$ cat config.mk
export PLATFORM = sky130hd
export DESIGN_NAME = two_stage_sample_deserializer
export DESIGN_NICKNAME = d
export VERILOG_FILES = /design/src/hw/sampler_pkg.sv /design/src/hw/quad_deserializer.sv /design/src/hw/two_stage_sample_deserializer.sv
export SDC_FILE = /design/constraint.sdc
export NUM_CORES = 1
export LEC_CHECK = 0
export ABC_CLOCK_PERIOD_IN_PS = 8900
export BUFFER_PORTS_ARGS = -buffer_cell sky130_fd_sc_hd__buf_2
export CAP_MARGIN = 25
export CORE_MARGIN = 2
export CORE_UTILIZATION = 60
export CTS_BUF_LIST = sky130_fd_sc_hd__clkbuf_2
export DETAILED_ROUTE_END_ITERATION = 6
export GPL_TIMING_DRIVEN = 0
export PLACE_DENSITY = 0.8
export REMOVE_ABC_BUFFERS = 1
export SYNTH_ARGS = -nofsm -noshare
export SYNTH_HDL_FRONTEND = slang
export SYNTH_SLANG_ARGS = --single-unit
$ cat constraint.sdc
create_clock -name mclk -period 8.9 [get_ports mclk]
set_input_delay 1.78 -clock mclk [delete_from_list [all_inputs] [get_ports mclk]]
set_output_delay 1.78 -clock mclk [all_outputs]
set_load 0.005 [all_outputs]
$ cat src/hw/sampler_pkg.sv
// Purpose: shared constants for the two-stage sample deserialiser
// Assumes: one 40 MHz clock; sample clock and pins arrive asynchronously
// Notes: sample codes, lane counts, counter widths and reset values live here
package sampler_pkg;

  // system clock period, for reference by the bench
  localparam int MCLK_PERIOD_NS = 25;

  // one sample is two bits carrying three levels
  localparam int SAMPLE_BITS = 2;
  // each deserialising stage gathers four inputs per word
  localparam int STAGE_LANES = 4;
  // final output width in samples and samples per cable
  localparam int OUT_SAMPLES = 16;
  localparam int CABLE_SAMPLES = 8;
  localparam int CABLE_BITS = CABLE_SAMPLES * SAMPLE_BITS;
  // stage word widths in bits
  localparam int STAGE_ONE_BITS = STAGE_LANES * SAMPLE_BITS;
  localparam int STAGE_TWO_BITS = OUT_SAMPLES * SAMPLE_BITS;

  // three-level codes: zero, positive outer, negative outer
  localparam logic [1:0] LEVEL_ZERO = 2'h0;
  localparam logic [1:0] LEVEL_POS = 2'h1;
  localparam logic [1:0] LEVEL_NEG = 2'h3;

  // converter phase counter: reset value and last lane
  localparam logic [1:0] PHASE_RESET = 2'h0;
  localparam logic [1:0] PHASE_LAST = 2'h3;
  localparam logic [1:0] PHASE_STEP = 2'h1;

  // outer-level and cycle counters
  localparam int TALLY_BITS = 8;
  localparam int TALLY_MSB = 7;
  localparam logic [7:0] TALLY_RESET = 8'h00;
  localparam logic [7:0] TALLY_STEP = 8'h01;

  // feedback decision limits on the number of set counter msbs
  localparam logic [3:0] MSB_HIGH_LIMIT = 4'h5;
  localparam logic [3:0] MSB_LOW_LIMIT = 4'h3;

  // number of synchronised input pins
  localparam int PIN_COUNT = 7;

endpackage

$ cat src/hw/quad_deserializer.sv
// Purpose: one 1:4 serial-to-parallel stage built from two converters
// Assumes: inValid is a one-cycle pulse per input item on the same clock
// Notes: the two converters keep separate phase counters; a mismatch is a fault
module quad_deserializer
  import sampler_pkg::*;
#(
  parameter int WIDTH = 2
) (
  input wire logic clk,
  input wire logic syncRst_b,
  input wire logic reinit,
  input wire logic inValid,
  input wire logic [WIDTH-1:0] inData,
  output logic [4*WIDTH-1:0] outWord,
  output logic outValid,
  output logic [1:0] phase,
  output logic alignFault
);

  // shift register, newest item enters at the top
  logic [4*WIDTH-1:0] shift_reg, shift_next;
  // phase counters of the low-half and high-half converters
  logic [1:0] phaseA_reg, phaseA_next;
  logic [1:0] phaseB_reg, phaseB_next;
  // captured word and its strobe
  logic [4*WIDTH-1:0] word_reg, word_next;
  logic valid_reg, valid_next;
  // sticky alignment fault
  logic fault_reg, fault_next;

  // next-state computation
  always_comb begin
    shift_next = shift_reg;
    phaseA_next = phaseA_reg;
    phaseB_next = phaseB_reg;
    word_next = word_reg;
    valid_next = 1'h0;
    // fault sticks once the converters disagree
    fault_next = fault_reg | (phaseA_reg != phaseB_reg);
    if (reinit) begin
      // realign both converters and drop the fault
      shift_next = '0;
      phaseA_next = PHASE_RESET;
      phaseB_next = PHASE_RESET;
      fault_next = 1'h0;
    end else if (inValid) begin
      // oldest item drifts toward lane 0
      shift_next = {inData, shift_reg[4*WIDTH-1:WIDTH]};
      phaseA_next = 2'(phaseA_reg + PHASE_STEP);
      phaseB_next = 2'(phaseB_reg + PHASE_STEP);
      if (phaseA_reg == PHASE_LAST) begin
        // fourth item completes the word
        word_next = shift_next;
        valid_next = 1'h1;
      end
    end
  end

  // registers
  always_ff @(posedge clk or negedge syncRst_b) begin
    if (!syncRst_b) begin
      shift_reg <= '0;
      phaseA_reg <= PHASE_RESET;
      phaseB_reg <= PHASE_RESET;
      word_reg <= '0;
      valid_reg <= 1'h0;
      fault_reg <= 1'h0;
    end else begin
      shift_reg <= shift_next;
      phaseA_reg <= phaseA_next;
      phaseB_reg <= phaseB_next;
      word_reg <= word_next;
      valid_reg <= valid_next;
      fault_reg <= fault_next;
    end
  end

  assign outWord = word_reg;
  assign outValid = valid_reg;
  assign phase = phaseA_reg;
  assign alignFault = fault_reg;

  // newest item lands in the top lane of a completed word
  newestLane_a: assert property (@(posedge clk) disable iff (!syncRst_b)
    (inValid && !reinit && phaseA_reg == PHASE_LAST) |=> outValid && outWord[4*WIDTH-1 -: WIDTH] == $past(inData))
    else $error("newest item not in top lane");

  // a converter disagreement raises the fault next cycle
  faultRaise_a: assert property (@(posedge clk) disable iff (!syncRst_b)
    (phaseA_reg != phaseB_reg && !reinit) |=> alignFault)
    else $error("alignment fault not raised");

  // words come out once every four accepted items
  wordSpacing_a: assert property (@(posedge clk) disable iff (!syncRst_b)
    (outValid) |-> phaseA_reg == PHASE_RESET)
    else $error("word strobe out of phase");

endmodule

$ cat src/hw/two_stage_sample_deserializer.sv
// Purpose: back end of a two-bit three-level sampler: capture, 1:4 then 1:4 again
// Assumes: mclk is far faster than the sample clock, which is sampled as a pin
// Notes: outer-level tallies and a cycle tally feed a threshold feedback loop
module two_stage_sample_deserializer
  import sampler_pkg::*;
(
  input wire logic mclk,
  input wire logic rst_b,
  input wire logic sampleClk,
  input wire logic compAbove,
  input wire logic compBelow,
  input wire logic stage_one_reinit,
  input wire logic stage_two_reinit,
  input wire logic tally_clear,
  input wire logic stage_two_clock_gate,
  output logic [STAGE_ONE_BITS-1:0] stageOneWord,
  output logic stageOneWordClk,
  output logic [CABLE_BITS-1:0] cableOneData,
  output logic [CABLE_BITS-1:0] cableTwoData,
  output logic cableOneClk,
  output logic cableTwoClk,
  output logic outer_level_tally_a_1,
  output logic outer_level_tally_a_2,
  output logic outer_level_tally_a_3,
  output logic outer_level_tally_a_4,
  output logic outer_level_tally_b_1,
  output logic outer_level_tally_b_2,
  output logic outer_level_tally_b_3,
  output logic outer_level_tally_b_4,
  output logic cycle_tally_msb,
  output logic stage_one_align_fault,
  output logic stage_two_align_fault,
  output logic thresholdRaise,
  output logic thresholdLower
);

  // three-level quantiser from the two comparator decisions
  function automatic logic [1:0] quantise(input logic above, input logic below);
    logic [1:0] code;
    code = LEVEL_ZERO;
    if (above && !below) begin
      code = LEVEL_POS;
    end else if (below && !above) begin
      code = LEVEL_NEG;
    end
    return code;
  endfunction

  // counter step with wraparound, like a ripple counter
  function automatic logic [TALLY_BITS-1:0] bump(input logic [TALLY_BITS-1:0] count, input logic hit);
    return hit ? TALLY_BITS'(count + TALLY_STEP) : count;
  endfunction

  // reset release synchroniser
  logic rstMeta_reg;
  logic syncRst_b;

  // pin synchronisers: two stages per pin
  logic [PIN_COUNT-1:0] pinMeta_reg;
  logic [PIN_COUNT-1:0] pinSync_reg;
  // previous synchronised sample clock, for edge finding
  logic sampleClkPrev_reg;

  // synchronised copies of the pins
  logic sampleClkSync;
  logic aboveSync;
  logic belowSync;
  logic reinitOneSync;
  logic reinitTwoSync;
  logic clearSync;
  logic gateSync;
  logic sampleRise;
  logic [1:0] sampleCode;

  // stage outputs
  logic [STAGE_ONE_BITS-1:0] s1Word;
  logic s1Valid;
  logic [1:0] s1Phase;
  logic s1Fault;
  logic [STAGE_TWO_BITS-1:0] s2Word;
  logic s2Valid;
  logic s2Fault;
  logic s2InValid;

  // output registers
  logic [CABLE_BITS-1:0] cableOne_reg, cableOne_next;
  logic [CABLE_BITS-1:0] cableTwo_reg, cableTwo_next;
  logic fwdClk_reg, fwdClk_next;

  // tallies: group a counts positive outer, group b negative outer
  logic [TALLY_BITS-1:0] tallyA_reg [STAGE_LANES];
  logic [TALLY_BITS-1:0] tallyA_next [STAGE_LANES];
  logic [TALLY_BITS-1:0] tallyB_reg [STAGE_LANES];
  logic [TALLY_BITS-1:0] tallyB_next [STAGE_LANES];
  logic [TALLY_BITS-1:0] cycle_reg, cycle_next;

  // feedback loop state
  logic cycleMsbPrev_reg, cycleMsbPrev_next;
  logic raise_reg, raise_next;
  logic lower_reg, lower_next;
  logic [3:0] msbCount;
  logic msbRise;

  // reset: asynchronous assert, two-flop release
  always_ff @(posedge mclk or negedge rst_b) begin
    if (!rst_b) begin
      rstMeta_reg <= 1'h0;
      syncRst_b <= 1'h0;
    end else begin
      rstMeta_reg <= 1'h1;
      syncRst_b <= rstMeta_reg;
    end
  end

  // all pins pass two flops before use
  always_ff @(posedge mclk or negedge syncRst_b) begin
    if (!syncRst_b) begin
      pinMeta_reg <= '0;
      pinSync_reg <= '0;
      sampleClkPrev_reg <= 1'h0;
    end else begin
      pinMeta_reg <= {stage_two_clock_gate, tally_clear, stage_two_reinit, stage_one_reinit,
                      compBelow, compAbove, sampleClk};
      pinSync_reg <= pinMeta_reg;
      sampleClkPrev_reg <= pinSync_reg[0];
    end
  end

  // unpack synchronised pins
  assign sampleClkSync = pinSync_reg[0];
  assign aboveSync = pinSync_reg[1];
  assign belowSync = pinSync_reg[2];
  assign reinitOneSync = pinSync_reg[3];
  assign reinitTwoSync = pinSync_reg[4];
  assign clearSync = pinSync_reg[5];
  assign gateSync = pinSync_reg[6];

  // one capture per rising sample clock edge
  assign sampleRise = sampleClkSync & ~sampleClkPrev_reg;
  assign sampleCode = quantise(aboveSync, belowSync);

  // first stage: serial samples into four-sample words
  quad_deserializer #(
    .WIDTH(SAMPLE_BITS)
  ) stageOne (
    .clk(mclk),
    .syncRst_b(syncRst_b),
    .reinit(reinitOneSync),
    .inValid(sampleRise),
    .inData(sampleCode),
    .outWord(s1Word),
    .outValid(s1Valid),
    .phase(s1Phase),
    .alignFault(s1Fault)
  );

  // second stage advances only while its clock gate is on
  assign s2InValid = s1Valid & gateSync;

  // second stage: four words into sixteen samples
  quad_deserializer #(
    .WIDTH(STAGE_ONE_BITS)
  ) stageTwo (
    .clk(mclk),
    .syncRst_b(syncRst_b),
    .reinit(reinitTwoSync),
    .inValid(s2InValid),
    .inData(s1Word),
    .outWord(s2Word),
    .outValid(s2Valid),
    .phase(),
    .alignFault(s2Fault)
  );

  // output word registers and forwarded clock
  always_comb begin
    cableOne_next = cableOne_reg;
    cableTwo_next = cableTwo_reg;
    fwdClk_next = fwdClk_reg;
    if (s2Valid) begin
      // low samples on cable one, high samples on cable two
      cableOne_next = s2Word[CABLE_BITS-1:0];
      cableTwo_next = s2Word[STAGE_TWO_BITS-1:CABLE_BITS];
      // one edge per word: clock at half the word rate
      fwdClk_next = ~fwdClk_reg;
    end
  end

  always_ff @(posedge mclk or negedge syncRst_b) begin
    if (!syncRst_b) begin
      cableOne_reg <= '0;
      cableTwo_reg <= '0;
      fwdClk_reg <= 1'h0;
    end else begin
      cableOne_reg <= cableOne_next;
      cableTwo_reg <= cableTwo_next;
      fwdClk_reg <= fwdClk_next;
    end
  end

  // outer-level tallies and cycle tally
  always_comb begin
    for (int i = 0; i < STAGE_LANES; i++) begin
      // count each lane of every stage-one word
      tallyA_next[i] = bump(tallyA_reg[i], s1Valid && s1Word[2*i +: 2] == LEVEL_POS);
      tallyB_next[i] = bump(tallyB_reg[i], s1Valid && s1Word[2*i +: 2] == LEVEL_NEG);
      if (clearSync) begin
        tallyA_next[i] = TALLY_RESET;
        tallyB_next[i] = TALLY_RESET;
      end
    end
    // one tick per word, cleared with the tallies
    cycle_next = clearSync ? TALLY_RESET : bump(cycle_reg, s1Valid);
  end

  always_ff @(posedge mclk or negedge syncRst_b) begin
    if (!syncRst_b) begin
      for (int i = 0; i < STAGE_LANES; i++) begin
        tallyA_reg[i] <= TALLY_RESET;
        tallyB_reg[i] <= TALLY_RESET;
      end
      cycle_reg <= TALLY_RESET;
    end else begin
      for (int i = 0; i < STAGE_LANES; i++) begin
        tallyA_reg[i] <= tallyA_next[i];
        tallyB_reg[i] <= tallyB_next[i];
      end
      cycle_reg <= cycle_next;
    end
  end

  // feedback: judge the tally msbs at each timebase msb rise
  assign msbRise = cycle_reg[TALLY_MSB] & ~cycleMsbPrev_reg;
  always_comb begin
    msbCount = 4'h0;
    for (int i = 0; i < STAGE_LANES; i++) begin
      msbCount = 4'(msbCount + {3'h0, tallyA_reg[i][TALLY_MSB]} + {3'h0, tallyB_reg[i][TALLY_MSB]});
    end
    cycleMsbPrev_next = cycle_reg[TALLY_MSB];
    raise_next = 1'h0;
    lower_next = 1'h0;
    if (msbRise) begin
      // too many outer samples: thresholds too low
      raise_next = msbCount > MSB_HIGH_LIMIT;
      // too few outer samples: thresholds too high
      lower_next = msbCount < MSB_LOW_LIMIT;
    end
  end

  always_ff @(posedge mclk or negedge syncRst_b) begin
    if (!syncRst_b) begin
      cycleMsbPrev_reg <= 1'h0;
      raise_reg <= 1'h0;
      lower_reg <= 1'h0;
    end else begin
      cycleMsbPrev_reg <= cycleMsbPrev_next;
      raise_reg <= raise_next;
      lower_reg <= lower_next;
    end
  end

  // outputs, each taken from a flop
  assign stageOneWord = s1Word;
  assign stageOneWordClk = s1Phase[1];
  assign cableOneData = cableOne_reg;
  assign cableTwoData = cableTwo_reg;
  assign cableOneClk = fwdClk_reg;
  assign cableTwoClk = fwdClk_reg;
  assign outer_level_tally_a_1 = tallyA_reg[0][TALLY_MSB];
  assign outer_level_tally_a_2 = tallyA_reg[1][TALLY_MSB];
  assign outer_level_tally_a_3 = tallyA_reg[2][TALLY_MSB];
  assign outer_level_tally_a_4 = tallyA_reg[3][TALLY_MSB];
  assign outer_level_tally_b_1 = tallyB_reg[0][TALLY_MSB];
  assign outer_level_tally_b_2 = tallyB_reg[1][TALLY_MSB];
  assign outer_level_tally_b_3 = tallyB_reg[2][TALLY_MSB];
  assign outer_level_tally_b_4 = tallyB_reg[3][TALLY_MSB];
  assign cycle_tally_msb = cycle_reg[TALLY_MSB];
  assign stage_one_align_fault = s1Fault;
  assign stage_two_align_fault = s2Fault;
  assign thresholdRaise = raise_reg;
  assign thresholdLower = lower_reg;

  // stage one reinit clears its fault
  oneFaultClear_a: assert property (@(posedge mclk) disable iff (!syncRst_b)
    reinitOneSync |=> !stage_one_align_fault)
    else $error("stage one fault survived reinit");

  // stage two reinit clears its own fault
  twoFaultClear_a: assert property (@(posedge mclk) disable iff (!syncRst_b)
    reinitTwoSync |=> !stage_two_align_fault)
    else $error("stage two fault survived reinit");

  // gate low stops stage two words
  gateStop_a: assert property (@(posedge mclk) disable iff (!syncRst_b)
    !gateSync |=> !s2Valid)
    else $error("stage two advanced with gate low");

  // forwarded clock flips exactly once per output word
  fwdToggle_a: assert property (@(posedge mclk) disable iff (!syncRst_b)
    s2Valid |=> cableOneClk != $past(cableOneClk) && cableOneData == $past(s2Word[CABLE_BITS-1:0]))
    else $error("forwarded clock or cable one wrong");

  // cable two carries the upper eight samples
  cableSplit_a: assert property (@(posedge mclk) disable iff (!syncRst_b)
    s2Valid |=> cableTwoData == $past(s2Word[STAGE_TWO_BITS-1:CABLE_BITS]))
    else $error("cable two data wrong");

  // tally clear empties group a lane zero, group b lane three and the cycle tally
  tallyClear_a: assert property (@(posedge mclk) disable iff (!syncRst_b)
    clearSync |=> tallyA_reg[0] == TALLY_RESET && tallyB_reg[3] == TALLY_RESET && cycle_reg == TALLY_RESET)
    else $error("tallies not cleared");

  // cycle tally advances once per word
  cycleStep_a: assert property (@(posedge mclk) disable iff (!syncRst_b)
    (s1Valid && !clearSync) |=> cycle_reg == TALLY_BITS'($past(cycle_reg) + TALLY_STEP))
    else $error("cycle tally did not advance");

  // a positive outer sample in lane zero counts in group a
  outerCount_a: assert property (@(posedge mclk) disable iff (!syncRst_b)
    (s1Valid && !clearSync && s1Word[1:0] == LEVEL_POS) |=>
      tallyA_reg[0] == TALLY_BITS'($past(tallyA_reg[0]) + TALLY_STEP))
    else $error("outer sample not counted");

  // too many set msbs raises the threshold next cycle
  feedbackRaise_a: assert property (@(posedge mclk) disable iff (!syncRst_b)
    (msbRise && msbCount > MSB_HIGH_LIMIT) |=> thresholdRaise && !thresholdLower)
    else $error("threshold raise missing");

endmodule

* Word level (Yosys, flattened, before mapping)
Index checks and enable logic that the tools add are counted.
** Word-level totals
- Bits in registers :: 217
- Input bits :: 9
- Output and inout bits :: 56
** Cells by class
- Add/sub/neg operators :: 20
- Magnitude comparators :: 2
- Eq/ne operators :: 12
- Multiplexer cells :: 42
- Bitwise logic cells :: 10
- Reduce and logical (&&, ||, !) cells :: 25
** Operators with widths (number)
- 8-bit 2-to-1 mux :: 20
- 8-bit by 1-bit adder with 8-bit output, second input constant :: 9
- 32-bit 2-to-1 mux :: 2
- 2-bit nonzero test :: 11
- 2-bit 2-to-1 mux :: 10
- 4-bit by 1-bit adder with 4-bit output :: 4
- 2-bit == test, second input constant :: 6
- 1-bit logical AND :: 10
- 1-bit 2-to-1 mux :: 10
- 2-bit by 1-bit adder with 2-bit output, second input constant :: 4
- 2-bit by 1-bit == test with 1-bit output, second input constant :: 4
- 3-bit AND reduction :: 2
- 1-bit inverter :: 5
- 3-bit by 1-bit adder with 4-bit output :: 1
- 4-bit by 3-bit greater-than comparator with 1-bit output, second input constant :: 1
- 4-bit by 2-bit < comparator with 1-bit output, second input constant :: 1
- 2-bit != test :: 2
- 2-bit by 1-bit adder with 3-bit output :: 1
- 1-bit AND :: 3
- 1-bit by 1-bit adder with 2-bit output :: 1
- 1-bit logical NOT :: 2
- 1-bit bitwise OR :: 2

* Longest topological paths before layout
- Depth in word-level cells :: 9
- Mapped depth :: 11
- Mapped depth without buffers :: 11

* Cells and area by module
Synthesis repeated with hierarchy kept, for this count alone.
** Second synthesis, totals
- Cells, all modules :: 698
- Area total of the unflattened synthesis :: 8886.0 um^2
** By module, submodules not included
- two_stage_sample_deserializer :: instances 1, cells each 472, area an instance 5486.5 um^2, sequential area each 3128.0 um^2
- quad_deserializer at stageTwo :: instances 1, cells each 168, area an instance 2560.0 um^2, sequential area each 1551.5 um^2
- quad_deserializer at stageOne :: instances 1, cells each 58, area an instance 839.6 um^2, sequential area each 500.5 um^2

* Worst setup path before layout
No wires, ideal clock.
- Path kind :: register to register
- From :: register tallyA_reg, in the netlist outer_level_tally_a_1
- To :: register lower_reg (netlist: thresholdLower)
- Arrival :: 2.965 ns
- Data required time :: 8.795 ns
- Path slack :: 5.829 ns
- Stages on the path, launching flop included :: 12
- Buffers on the path :: 0
- Clock period less this slack :: 3.071 ns
- Cell sequence :: dfrtp_1 -> inv_1 -> fa_1 -> fa_1 -> fa_1 -> inv_1 -> ha_1 -> inv_1 -> fa_1 -> a211oi_1 -> mux2i_1 -> nor4b_1
** On the way
- Word-level cells in the longest chain between the ends :: 9
** RTL lines
- start, declared :: RTL line two_stage_sample_deserializer.sv:91 : logic [TALLY_BITS-1:0] tallyA_reg [STAGE_LANES];
- start signal, assigned by index :: RTL line two_stage_sample_deserializer.sv:225 : tallyA_reg[i] <= tallyA_next[i];
- 1-bit by 1-bit adder with 2-bit output :: RTL line two_stage_sample_deserializer.sv:237 : msbCount = 4'(msbCount + {3'h0, tallyA_reg[i][TALLY_MSB]} + {3'h0, tallyB_reg[i][TALLY_MSB]});
- 2-bit by 1-bit adder with 3-bit output :: RTL line two_stage_sample_deserializer.sv:237
- 3-bit by 1-bit adder with 4-bit output :: RTL line two_stage_sample_deserializer.sv:237
- 4-bit by 1-bit adder with 4-bit output (4 in a row) :: RTL line two_stage_sample_deserializer.sv:237
- 4-bit by 2-bit < comparator with 1-bit output :: RTL line two_stage_sample_deserializer.sv:246 : lower_next = msbCount < MSB_LOW_LIMIT;
- 1-bit 2-to-1 mux :: RTL line two_stage_sample_deserializer.sv:242 : if (msbRise) begin
- via lower_next :: RTL line two_stage_sample_deserializer.sv:100 : logic lower_reg, lower_next;
- end signal, assigned :: RTL line two_stage_sample_deserializer.sv:258 : lower_reg <= lower_next;
- end, declared :: RTL line two_stage_sample_deserializer.sv:100
The timed path passes the listed nets, and every way through them passes these cells.
A chain may end at the register's enable or synchronous reset.

* Worst setup path after layout
- From :: register stageOne.word_reg[4] (netlist: stageOne.outWord[4])
- To :: output stageOneWord[4]
** RTL lines
- start, declared :: RTL line quad_deserializer.sv:26 : logic [4*WIDTH-1:0] word_reg, word_next;
- start signal, assigned :: RTL line quad_deserializer.sv:72 : word_reg <= word_next;
- end, declared :: RTL line two_stage_sample_deserializer.sv:16 : output logic [STAGE_ONE_BITS-1:0] stageOneWord,
No word-level cell between the ends.

==> reports/results.txt <==
# rows - 44
Register area share after synthesis - 59.09%
Maximum level of the CTS H-tree - 2
Buffers and inverters on the worst path - 1
Placed Cells - 958
Top cell type's share of synthesized area - 59.09%
Clk Latency, worst-skew pair - 0.79 ns
Tot Pwr - 0.001584 W
Fillers - 1,089
Setup Crit Path Kind - reg -> out
Worst Path Arrival - 1.63 ns
CTS Buf Count - 50
I/O Buffers - 64
CP delay by family, top - flip-flops
GRT Total Usage - 21.51%
Post-Syn Area per Cell - 11.88 um2
TritonCTS clock tree - built
Critical Path End Type - output pin
Core Box Area - 14,420 um2
Max_cap viols - 0
Post-DP HPWL - 10.78 mm
P per Cell Area - 162.8 nW/um2
Hold-fix buffers, CTS - 0
Drt drc - 0
Final hold vios - 0
Hold WC Path Type - reg -> reg
Commonest non-fill, non-tap cell in the layout - dfrtp_1
CTS Sinks - 207
Top post-synthesis cells by area - dfrtp_1 59%, mux2_2 9.4%, a21oi_1 4.3%
Worst setup SP type - flop
Post-synth EDFFs - 0
Worst vdd ir - 103.5 uV
Final wirelength - 16.36 mm
Initial antenna violation count - 0
Layout cells sized above 1 - 26.41%
Ys Warns - 0
First drt pass iteration count - 5
Max-slew violation count - 0
RSZ-0062 raised after global routing - no
Die Span X - 124.9 um
Synth cell types - 40
Ys async rst share - 100.0%
Post-DR wirelength/cell - 15.57 um
Setup bufs post-CTS - 0
Commonest cells after routing, fill and taps aside - 205 x dfrtp_1, 83 x nand2_1, 75 x a21oi_1, 73 x mux2_2, 70 x clkbuf_2
Post-route ant nets - 0
Fin crit period - 3.413 ns
Vias in the first global route - 6,149
Clk pin slew, worst setup/hold paths - 0.10 ns
Final setup viols - 0
Clock Skews - 0.05835 ns
Nets - 854
Clock tree buffer depth - 3
Layout area overhead - 10.95%
DR vias - 5,996
P_leak - 4.870 nW
Die height - 124.9 um
Crit-path max FO - 8
CP required - 7.12 ns
Number of diodes - 0
CP max stage delay - 0.65 ns
Post-CTS sizing - 0
Period utilisation layout - 38.35%
Boundary Pins - 65
Fmax - 293.0 MHz
Critical path, cell by cell - buf_2
DR vias/cell - 5.705
Cell accounting for the most synthesized area - dfrtp_1
Grt ovf - 0
Initial drt markers - 434
Initial Util - 60.77%
Status - completed
GP Congestion - 0.7242
CTS root buf - clkbuf_2
Fin Setup TNS - 0 ns
Post-Layout Cell Count - 1,051
Rel. slew slack - 29.70%
Seq cells post-synth - 207
Synthesized instance count - 738
DIE AREA - 15,590 um2
Synth Cell Area - 8766 um2
Slew @ Worst Pin - 1.055 ns
Synth Flop Type - dfrtp_1
Largest register FFs - 32
First-pass GRT wire length - 27.99 mm
Largest net degree at the start of global routing - 71
Slowest-stage cell, CP - dfrtp_1
logic make-up (layout without fill, tap and decap cells):
| kind of cell | count (synthesis) | after routing | share of synthesized area [%] |
|---|---|---|---|
| other | 1 | 1 | 0.04278 |
| adder cells (fa/ha/maj) | 19 | 19 | 3.055 |
| buffers and inverters | 54 | 183 | 3.054 |
| AND/OR/NAND/NOR | 223 | 223 | 13.73 |
| flip-flops | 207 | 207 | 59.09 |
| AO/OA/AOI/OAI | 119 | 119 | 7.294 |
| multiplexers | 84 | 84 | 10.63 |
| XOR/XNOR | 31 | 31 | 3.097 |
worst reg2reg max path: stages (launching register included):
cell	delay, ns
dfrtp_1	0.40
inv_1	0.08
fa_1	0.55
fa_1	0.45
fa_1	0.45
inv_1	0.07
ha_1	0.18
inv_1	0.06
fa_1	0.42
a211oi_1	0.20
mux2i_1	0.11
nor4b_1	0.24
synth_stat cells, types with 2 or more instances:
cell and number:
o31ai_1 16, mux2i_1 11, buf_6 4, buf_4 3, xnor2_1 5, nand4b_1 4, fa_1 4, nand3_1 12
clkbuf_1 21, nand4_1 20, or4_1 16, dfrtp_1 207, ha_1 15, nand2_1 83, or3_1 26, nor2_1 40
nand3b_4 4, inv_1 19, nor2b_1 2, o21ai_0 26, buf_2 5, nand3_4 3, nor3_1 3, xor2_1 26
a21oi_1 75, mux2_2 73, nand2b_1 2
layer usage:
layer | up-vias | global-route usage [%] | share of wire [%]
met5 | - | 0 | 0
met4 | 0 | 8.039 | 1.8
met3 | 25 | 5.713 | 4.8
met2 | 158 | 35.42 | 51
met1 | 3003 | 27.65 | 43
li1 | 2810 | - | -
power breakdown:
part           total [W]  switching [W]  internal [W]
Combinational  0.0000298      0.0000202    0.00000961
Sequential      0.000962      0.0000154      0.000946
Clock           0.000592       0.000375      0.000217
Total            0.00158       0.000410       0.00117
cell type report:
class                      count  area, um2  area share, %
clock buffer                  70      350.3          3.602
clock inverter                23      97.59          1.003
inverter                      19      71.32         0.7333
multi-input combinational    477       3318          34.12
sequential                   207       5185          53.31
tap                          184      230.2          2.367
timing repair buffer          71      473.0          4.863
per-stage QoR:
stage / area, um2 / hold WS (ns) / worst slack [ns] / util [%]
detailed placement: 9278 / 0.3347 / 5.581 / 64.32
CTS: 9726 / 0.3267 / 5.388 / 67.43
global route: 9726 / 0.3539 / 5.338 / 67.43
finish: 9726 / 0.3312 / 5.487 / 67.43
global placement: 9120 / 0.3323 / 0.9047 / 63.23
floorplan: 8569 / 0.3312 / 2.705 / -
worst paths after layout:
kind	from	slack, ns	to	cells past startpoint
worst max-delay path	stageOne.outWord[4]	5.49	stageOneWord[4]	1
max in group asynchronous	syncRst_b	7.22	tallyB_reg[9]	2
min in group asynchronous	syncRst_b	0.45	cableOneData[14]	0
worst min-delay path	pinMeta_reg[2]	0.33	pinSync_reg[2]	0
worst max register to register	outer_level_tally_a_1	5.59	thresholdLower	11
worst min register to register	pinMeta_reg[2]	0.33	pinSync_reg[2]	0
Note: power is estimated with default switching activity, not from simulation.
